<file path="config.mk">
export PLATFORM = sky130hd
export DESIGN_NAME = bal_byte_alu
export DESIGN_NICKNAME = d
export VERILOG_FILES = /design/src/bal_pkg.sv /design/src/bal_flag_calc.sv /design/src/bal_byte_alu.sv
export VERILOG_INCLUDE_DIRS = /design/src
export SDC_FILE = /design/constraint.sdc
export NUM_CORES = 1
export LEC_CHECK = 0
export BUFFER_PORTS_ARGS = -buffer_cell sky130_fd_sc_hd__buf_2
export CORE_ASPECT_RATIO = 2
export CORE_UTILIZATION = 35
export CTS_BUF_LIST = sky130_fd_sc_hd__clkbuf_4
export DETAILED_ROUTE_END_ITERATION = 12
export PLACE_DENSITY = 0.66
export SYNTH_ARGS = -nofsm -noshare
export SYNTH_HDL_FRONTEND = slang
export SYNTH_HIERARCHICAL = 1
export SYNTH_SLANG_ARGS = --single-unit
</file>
<file path="constraint.sdc">
create_clock -name core_clk -period 11.63 [get_ports core_clk]
set_input_delay 2.9075 -clock core_clk [delete_from_list [all_inputs] [get_ports core_clk]]
set_output_delay 2.9075 -clock core_clk [all_outputs]
set_load 0.02 [all_outputs]
</file>
<file path="src/bal_regs.svh">
`ifndef BAL_REGS_SVH
`define BAL_REGS_SVH
// Flag positions in the status byte
`define BAL_FLG_C 0
`define BAL_FLG_Z 1
`define BAL_FLG_N 2
`define BAL_FLG_V 3
`define BAL_FLG_S 4
`define BAL_FLG_H 5
`define BAL_FLG_RST 8'h00
`define BAL_ALL_ONES 8'hFF
`define BAL_ZERO_BYTE 8'h00
`define BAL_ONE_BYTE 8'h01
`define BAL_HALF_BIT 3
`define BAL_MSB_BIT 7
`endif

</file>
<file path="src/bal_pkg.sv">
`default_nettype none
package bal_pkg;
  typedef enum logic [4:0] {
    BAL_OP_ADD = 5'h00,
    BAL_OP_ADC = 5'h01,
    BAL_OP_WORD_ADD_IMM = 5'h02,
    BAL_OP_SUB = 5'h03,
    BAL_OP_SUBTRACT_CONST = 5'h04,
    BAL_OP_SUBTRACT_BORROW = 5'h05,
    BAL_OP_SUBTRACT_BORROW_CONST = 5'h06,
    BAL_OP_WORD_SUB_IMM = 5'h07,
    BAL_OP_AND = 5'h08,
    BAL_OP_AND_CONST = 5'h09,
    BAL_OP_OR = 5'h0A,
    BAL_OP_OR_CONST = 5'h0B,
    BAL_OP_XOR_REGS = 5'h0C,
    BAL_OP_BITWISE_INVERT = 5'h0D,
    BAL_OP_TWOS_COMPLEMENT = 5'h0E,
    BAL_OP_OR_MASK_BITS = 5'h0F,
    BAL_OP_AND_CLEAR_MASK = 5'h10,
    BAL_OP_INC = 5'h11,
    BAL_OP_MINUS_ONE = 5'h12,
    BAL_OP_TEST_REGISTER = 5'h13,
    BAL_OP_ZERO_REGISTER = 5'h14,
    BAL_OP_LOAD_ALL_ONES = 5'h15
  } bal_op_t;
  typedef enum logic [1:0] {
    BAL_ST_IDLE = 2'b00,
    BAL_ST_WORD_HI = 2'b01
  } bal_state_t;
endpackage
`default_nettype wire

</file>
<file path="src/bal_flag_calc.sv">
`timescale 1ns/100ps
`default_nettype none
`include "bal_regs.svh"
// 8-bit adder with carry in and flag extraction; subtract is done as a + ~b + ~borrow
module bal_flag_calc
(
  // Operands
  input wire logic [7:0] opA,
  input wire logic [7:0] opB,
  input wire logic carryIn,
  input wire logic isSub,
  // Results
  output logic [7:0] sum,
  output logic carryOut,
  output logic halfOut,
  output logic ovfOut
);
  logic [7:0] bEff;
  logic cEff;
  logic [8:0] full;
  logic [4:0] low;
  assign bEff = isSub ? ~opB : opB;
  assign cEff = isSub ? ~carryIn : carryIn;
  assign full = {1'b0, opA} + {1'b0, bEff} + {8'h00, cEff};
  assign low = {1'b0, opA[3:0]} + {1'b0, bEff[3:0]} + {4'h0, cEff};
  assign sum = full[7:0];
  // Borrow is the inverted carry for subtraction
  assign carryOut = isSub ? ~full[8] : full[8];
  assign halfOut = isSub ? ~low[4] : low[4];
  assign ovfOut = (opA[`BAL_MSB_BIT] == bEff[`BAL_MSB_BIT]) && (sum[`BAL_MSB_BIT] != opA[`BAL_MSB_BIT]);
endmodule
`default_nettype wire

</file>
<file path="src/bal_byte_alu.sv">
// Operation
// - Add, add with carry: one clock, ZCNVH
// - Word add immediate: two clocks, ZCNVS
// - Subtract register or constant: one clock
// - Subtract with borrow: one clock, ZCNVH
// - Word subtract immediate: two clocks, ZCNVS
// - AND register or constant: ZNV only
// - OR register or constant: ZNV only
// - XOR registers: one clock, ZNV
// - Invert: FF minus value, ZCNV
// - OR with mask bits: ZNV
// - AND with inverted mask: ZNV
// - Test: value kept, ZNV updated
// - Clear register via self XOR: ZNV
`timescale 1ns/100ps
`default_nettype none
`include "bal_regs.svh"
module bal_byte_alu
(
  // Clock and reset
  input wire logic core_clk,
  input wire logic srst,
  // Request from decoder
  input wire logic opValid,
  input wire bal_pkg::bal_op_t opCode,
  input wire logic [7:0] dstVal,
  input wire logic [7:0] srcVal,
  input wire logic [7:0] dstHiVal,
  input wire logic [5:0] immVal,
  // Handshake
  output logic opReady,
  // Write back to register file
  output logic wrLo,
  output logic wrHi,
  output logic [7:0] wrData,
  // Status flags
  output logic [7:0] flags
);
  import bal_pkg::*;

  // ************************************************************
  // Byte datapath
  // ************************************************************
  logic [7:0] flags_ff;
  logic [7:0] nxt_flags;
  logic [7:0] nxt_res;
  logic nxt_wr;
  logic [7:0] aOp;
  logic [7:0] bOp;
  logic cIn;
  logic sub;
  logic [7:0] sum;
  logic cOut;
  logic hOut;
  logic vOut;
  bal_state_t state_ff;
  logic [7:0] hiSrc_ff;
  logic cLo_ff;
  logic zLo_ff;
  logic sub_ff;
  logic wrLo_ff;
  logic wrHi_ff;
  logic [7:0] wrData_ff;
  logic cFlag;

  assign cFlag = flags_ff[`BAL_FLG_C];

  function automatic logic isWord(input bal_op_t op);
    isWord = (op == BAL_OP_WORD_ADD_IMM) || (op == BAL_OP_WORD_SUB_IMM);
  endfunction

  // Shared adder operand selection
  always_comb
  begin
    aOp = dstVal;
    bOp = srcVal;
    cIn = 1'b0;
    sub = 1'b0;
    if (state_ff == BAL_ST_WORD_HI)
    begin
      aOp = hiSrc_ff;
      bOp = `BAL_ZERO_BYTE;
      cIn = cLo_ff;
      sub = sub_ff;
    end
    else
    begin
      case (opCode)
        BAL_OP_ADC: cIn = cFlag;
        BAL_OP_WORD_ADD_IMM: bOp = {2'b00, immVal};
        BAL_OP_SUB: sub = 1'b1;
        BAL_OP_SUBTRACT_CONST:
        begin
          sub = 1'b1;
        end
        BAL_OP_SUBTRACT_BORROW:
        begin
          sub = 1'b1;
          cIn = cFlag;
        end
        BAL_OP_SUBTRACT_BORROW_CONST:
        begin
          sub = 1'b1;
          cIn = cFlag;
        end
        BAL_OP_WORD_SUB_IMM:
        begin
          bOp = {2'b00, immVal};
          sub = 1'b1;
        end
        BAL_OP_TWOS_COMPLEMENT:
        begin
          aOp = `BAL_ZERO_BYTE;
          bOp = dstVal;
          sub = 1'b1;
        end
        BAL_OP_INC: bOp = `BAL_ONE_BYTE;
        BAL_OP_MINUS_ONE:
        begin
          bOp = `BAL_ONE_BYTE;
          sub = 1'b1;
        end
        default: bOp = srcVal;
      endcase
    end
  end

  // Adder carry input: carry for add, borrow for subtract, so plain subtracts pass zero
  bal_flag_calc uAdd
  (
    .opA(aOp),
    .opB(bOp),
    .carryIn(cIn),
    .isSub(sub),
    .sum(sum),
    .carryOut(cOut),
    .halfOut(hOut),
    .ovfOut(vOut)
  );

  // ************************************************************
  // Result and flag selection
  // ************************************************************
  always_comb
  begin
    nxt_res = sum;
    nxt_wr = 1'b1;
    nxt_flags = flags_ff;
    if (state_ff == BAL_ST_WORD_HI)
    begin
      nxt_flags[`BAL_FLG_C] = cOut;
      nxt_flags[`BAL_FLG_Z] = zLo_ff && (sum == `BAL_ZERO_BYTE);
      nxt_flags[`BAL_FLG_N] = sum[`BAL_MSB_BIT];
      nxt_flags[`BAL_FLG_V] = vOut;
      nxt_flags[`BAL_FLG_S] = sum[`BAL_MSB_BIT] ^ vOut;
    end
    else if (!opValid)
    begin
      nxt_wr = 1'b0;
    end
    else
    begin
      case (opCode)
        BAL_OP_AND, BAL_OP_AND_CONST: nxt_res = dstVal & srcVal;
        BAL_OP_TEST_REGISTER: nxt_res = dstVal & dstVal;
        BAL_OP_OR, BAL_OP_OR_CONST, BAL_OP_OR_MASK_BITS: nxt_res = dstVal | srcVal;
        BAL_OP_XOR_REGS: nxt_res = dstVal ^ srcVal;
        BAL_OP_ZERO_REGISTER: nxt_res = dstVal ^ dstVal;
        BAL_OP_BITWISE_INVERT: nxt_res = `BAL_ALL_ONES - dstVal;
        BAL_OP_AND_CLEAR_MASK: nxt_res = dstVal & (`BAL_ALL_ONES - srcVal);
        BAL_OP_LOAD_ALL_ONES: nxt_res = `BAL_ALL_ONES;
        default: nxt_res = sum;
      endcase
      if (opCode != BAL_OP_LOAD_ALL_ONES && !isWord(opCode))
      begin
        nxt_flags[`BAL_FLG_Z] = (nxt_res == `BAL_ZERO_BYTE);
        nxt_flags[`BAL_FLG_N] = nxt_res[`BAL_MSB_BIT];
      end
      case (opCode)
        BAL_OP_ADD, BAL_OP_ADC, BAL_OP_SUB, BAL_OP_SUBTRACT_CONST, BAL_OP_TWOS_COMPLEMENT:
        begin
          nxt_flags[`BAL_FLG_C] = cOut;
          nxt_flags[`BAL_FLG_V] = vOut;
          nxt_flags[`BAL_FLG_H] = hOut;
        end
        BAL_OP_SUBTRACT_BORROW, BAL_OP_SUBTRACT_BORROW_CONST:
        begin
          nxt_flags[`BAL_FLG_C] = cOut;
          nxt_flags[`BAL_FLG_V] = vOut;
          nxt_flags[`BAL_FLG_H] = hOut;
          // Zero only stays set across a chained subtract
          nxt_flags[`BAL_FLG_Z] = (nxt_res == `BAL_ZERO_BYTE) && flags_ff[`BAL_FLG_Z];
        end
        BAL_OP_BITWISE_INVERT:
        begin
          nxt_flags[`BAL_FLG_C] = 1'b1;
          nxt_flags[`BAL_FLG_V] = 1'b0;
        end
        BAL_OP_INC, BAL_OP_MINUS_ONE: nxt_flags[`BAL_FLG_V] = vOut;
        BAL_OP_LOAD_ALL_ONES: nxt_flags = flags_ff;
        BAL_OP_WORD_ADD_IMM, BAL_OP_WORD_SUB_IMM: nxt_flags = flags_ff;
        default: nxt_flags[`BAL_FLG_V] = 1'b0;
      endcase
    end
  end

  // ************************************************************
  // Registers
  // ************************************************************
  always_ff @(posedge core_clk)
  begin
    if (srst)
      state_ff <= BAL_ST_IDLE;
    else if (state_ff == BAL_ST_WORD_HI)
      state_ff <= BAL_ST_IDLE;
    else if (opValid && isWord(opCode))
      state_ff <= BAL_ST_WORD_HI;
  end

  always_ff @(posedge core_clk)
  begin
    if (srst)
    begin
      hiSrc_ff <= `BAL_ZERO_BYTE;
      cLo_ff <= 1'b0;
      zLo_ff <= 1'b0;
      sub_ff <= 1'b0;
    end
    else if (state_ff == BAL_ST_IDLE && opValid && isWord(opCode))
    begin
      hiSrc_ff <= dstHiVal;
      cLo_ff <= cOut;
      zLo_ff <= (sum == `BAL_ZERO_BYTE);
      sub_ff <= (opCode == BAL_OP_WORD_SUB_IMM);
    end
  end

  always_ff @(posedge core_clk)
  begin
    if (srst)
      flags_ff <= `BAL_FLG_RST;
    else
      flags_ff <= nxt_flags;
  end

  always_ff @(posedge core_clk)
  begin
    if (srst)
    begin
      wrLo_ff <= 1'b0;
      wrHi_ff <= 1'b0;
      wrData_ff <= `BAL_ZERO_BYTE;
    end
    else
    begin
      wrLo_ff <= nxt_wr && (state_ff == BAL_ST_IDLE) && (opCode != BAL_OP_TEST_REGISTER);
      wrHi_ff <= (state_ff == BAL_ST_WORD_HI);
      wrData_ff <= nxt_res;
    end
  end

  assign opReady = (state_ff == BAL_ST_IDLE);
  assign wrLo = wrLo_ff;
  assign wrHi = wrHi_ff;
  assign wrData = wrData_ff;
  assign flags = flags_ff;

  // ************************************************************
  // Checks
  // ************************************************************
  add_result_a: assert property (@(posedge core_clk) disable iff (srst)
    opValid && opReady && opCode == BAL_OP_ADD |=> wrLo && wrData == $past(dstVal) + $past(srcVal))
    else $error("add result wrong");
  word_two_clk_a: assert property (@(posedge core_clk) disable iff (srst)
    opValid && opReady && opCode == BAL_OP_WORD_ADD_IMM |=> !opReady ##1 wrHi && opReady)
    else $error("word add timing wrong");
  sub_carry_a: assert property (@(posedge core_clk) disable iff (srst)
    opValid && opReady && opCode == BAL_OP_SUB |=> flags[`BAL_FLG_C] == ($past(dstVal) < $past(srcVal)))
    else $error("subtract borrow wrong");
  invert_val_a: assert property (@(posedge core_clk) disable iff (srst)
    opValid && opReady && opCode == BAL_OP_BITWISE_INVERT |=> wrData == ~$past(dstVal) && flags[`BAL_FLG_C])
    else $error("invert wrong");
  logic_vclr_a: assert property (@(posedge core_clk) disable iff (srst)
    opValid && opReady && opCode == BAL_OP_AND |=> !flags[`BAL_FLG_V] && $stable(flags[`BAL_FLG_C]))
    else $error("logic flags wrong");
  clear_zero_a: assert property (@(posedge core_clk) disable iff (srst)
    opValid && opReady && opCode == BAL_OP_ZERO_REGISTER |=> wrData == `BAL_ZERO_BYTE && flags[`BAL_FLG_Z])
    else $error("clear register wrong");
  inc_keep_c_a: assert property (@(posedge core_clk) disable iff (srst)
    opValid && opReady && opCode == BAL_OP_INC |=> $stable(flags[`BAL_FLG_C]) && $stable(flags[`BAL_FLG_H]))
    else $error("increment touched carry");
  all_ones_a: assert property (@(posedge core_clk) disable iff (srst)
    opValid && opReady && opCode == BAL_OP_LOAD_ALL_ONES |=> wrData == `BAL_ALL_ONES && $stable(flags))
    else $error("set all wrong");
endmodule
`default_nettype wire

</file>
==> summary.txt <==
cts repair resizes - 0
period utilization - 0.584
cts bufs inserted - 3
Area Growth Syn to Fin - 10.0%
CTS tree - done
Synth Flop Type - dfxtp_1
vias - 2907
mux share of post-synthesis cell area - 0.0261
Initial DRC Count - 148
first-pass GRT wire length - 13600 µm
largest net degree at the start of global routing - 35
CP arrival - 7060 ps
Residual DRC - 0
htree depth - 1
layout cells sized above 1 - 0.191
worst slack, placed - 4490 ps
worst vdd ir - 0.0445 mV
Hold Startpoint - hiSrc_ff[4]
final core utilization - 0.394
Ports - 57
Post-Synth Simple-Gate Area - 0.233
Max Fclk - 0.147 GHz
Setup WS post-layout - 4840 ps
Worst-path clk slew - 140 ps
wire per inst - 16.5 µm
number of setup buffers added after CTS - 0
GR Util All Layers - 0.209
Pre-antenna DRT Iters - 5
FF+latch area - 561 µm²
post-synthesis xor/xnor area fraction - 0.0678
Vias/cell - 5.64
hold path endpoint - hiSrc_ff[4]
Critical Path End Type - flop
Hold Buf Count CTS - 0
critical path startpoint category - primary input
CTS Root Cell - clkbuf_4
number of synthesized flops with an enable pin - 0
area share of fa/ha/maj cells after synthesis - 0.0806
syn_area_per_cell - 7.30 µm²
Synth Cell Area - 2820 µm²
# nets final - 475
die width - 65.5 µm
CTS Sinks - 28
final setup fails - 0
sequential share of the synthesized area - 0.198
Max Slew Vio Count - 0
compound-gate portion of the synthesized area - 0.301
unrepaired setup endpoints after global routing - no
Worst Skew - 11.0 ps
global placer's final weighted congestion - 0.939
vias in the first global route - 2810
total routed wirelength - 8490 µm
Final Critical Period - 6790 ps
critical path required time - 11900 ps
multi-input logic area - 2010 µm²
Final Power - 310 µW
Placed Cells - 511
Initial Utilization - 0.358
CP Class - primary input to flop
Clock Tree Buf Depth - 2
largest family of logic cells by synthesized area - compound AO/OA/AOI/OAI gates
Detail Placement HPWL - 6910 µm
Seq cells post-synth - 28
hold path cells - 2
Worst R2R Path Depth - 15
Mapped Cells - 387
# fillers - 838
final hold violation count - 0
GR Overflow Total - 0
synth unique cells - 67
CP max FO - 18
Core Region - 7890 µm²
R2R Setup Slk - 7950 ps
Power Density - 99.9 nW/µm²
Port Buffers - 54
synth warn - 6
die area - 8450 µm²
reg2reg end - flags[1]
Slew headroom - 0.261
max_cap viols - 0
Hold WC Path Type - flop to flop
Worst Tran Pin Value - 1100 ps
ys async rst share - 0
initial antenna violation count - 0
ANT nets after route - 0
status - finished clean
Worst-Skew Late Latency - 350 ps
Lkg Pwr - 1.30 nW
Rows - 46
chip height - 129 µm
post-route setup TNS - 0 ps
Reg-to-Reg Start - state_ff[0]
Post-Layout Cell Count - 515
## placed cells by master (no fill, tap or decap), drive strengths merged, types with 4 or more instances in the layout
cell type / n
buf: 56
nand2: 51
nor2: 36
a21oi: 36
inv: 29
dfxtp: 28
ha: 15
o21ai: 12
xor2: 12
a211oi: 11
nand3: 11
nor3: 11
o211ai: 11
xnor2: 9
o31ai: 9
nor2b: 6
nand2b: 6
a222oi: 6
mux2: 5
nor4: 4
o2111ai: 4
## area by class of cell
class                      count  area share
tap                           96      0.0387
inverter                      29      0.0350
timing repair buffer          56      0.0918
sequential                    28       0.180
clock buffer                   3     0.00725
multi-input combinational    302       0.646
antenna                        1    0.000805
## cell families after synthesis
logic type | Yosys count
AND/OR/NAND/NOR | 138
AO/OA/AOI/OAI | 118
buffers and inverters | 58
flip-flops | 28
XOR/XNOR | 21
adder cells (fa/ha/maj) | 17
multiplexers | 6
other | 1
## sequential cells by signal, summed over array words and instances, names as in the netlist
register,count
cLo_ff,1
flags,6
hiSrc_ff,8
state_ff,1
sub_ff,1
wrData,8
wrHi,1
wrLo,1
zLo_ff,1
## critical path, cell delays in order
cell	delay, ps
buf_2	270
nor2b_1	620
a22oi_1	200
a21o_1	190
a21oi_1	190
a31oi_1	80
a21oi_1	200
xor2_1	100
fa_1	440
fa_1	460
a21oi_2	160
inv_1	50
a21oi_1	250
xnor2_1	140
nor4_1	380
nand3_1	130
nor2_1	110
a31oi_1	50
o32ai_1	130
## stage by stage
stage	cell area [µm²]	hold WS (ps)
finish	3110	467
global route	3100	496
CTS	3100	471
detailed placement	3080	453
global placement	3080	445
floorplan	2830	436
## where the power goes
group / internal, mW / switching [mW]
clock network: 0.0123 / 0.0283
registers: 0.104 / 0.00230
logic: 0.0615 / 0.102
total: 0.178 / 0.132
## worst max path at each step
stage	end	from	slack [ps]	cells past startpoint
after floorplan	flags[1]	opCode[2]	5180	18
after global placement	flags[1]	opCode[4]	4580	19
after detailed placement	flags[1]	opCode[0]	4490	18
after CTS	flags[1]	opCode[0]	4860	18
after global routing	flags[1]	opCode[0]	4580	18
final	flags[1]	opCode[4]	4840	19
## synth_stat cells (4+ instances only)
cell | number | area share
xnor2_1 | 9 | 0.028
clkbuf_1 | 13 | 0.017
a222oi_1 | 6 | 0.021
nand2_1 | 50 | 0.066
nand2b_1 | 6 | 0.013
nor3_1 | 10 | 0.018
buf_4 | 4 | 0.011
dfxtp_1 | 28 | 0.20
a21oi_1 | 33 | 0.058
nand3_1 | 10 | 0.018
ha_1 | 15 | 0.066
o21ai_0 | 11 | 0.019
nor2_1 | 36 | 0.048
a211oi_1 | 11 | 0.029
o211ai_1 | 10 | 0.027
inv_1 | 28 | 0.037
xor2_1 | 11 | 0.034
buf_2 | 10 | 0.018
nor4_1 | 4 | 0.0089
nor2b_1 | 6 | 0.013
o31ai_1 | 8 | 0.021
## layer usage
metal,part of all wire,global-route usage,up-vias
li1,-,-,1455
met1,0.38,0.217,1334
met2,0.53,0.388,93
met3,0.037,0.0141,25
met4,0.053,0.139,0
met5,0,0,-
Note: power is estimated with default switching activity, not from simulation.
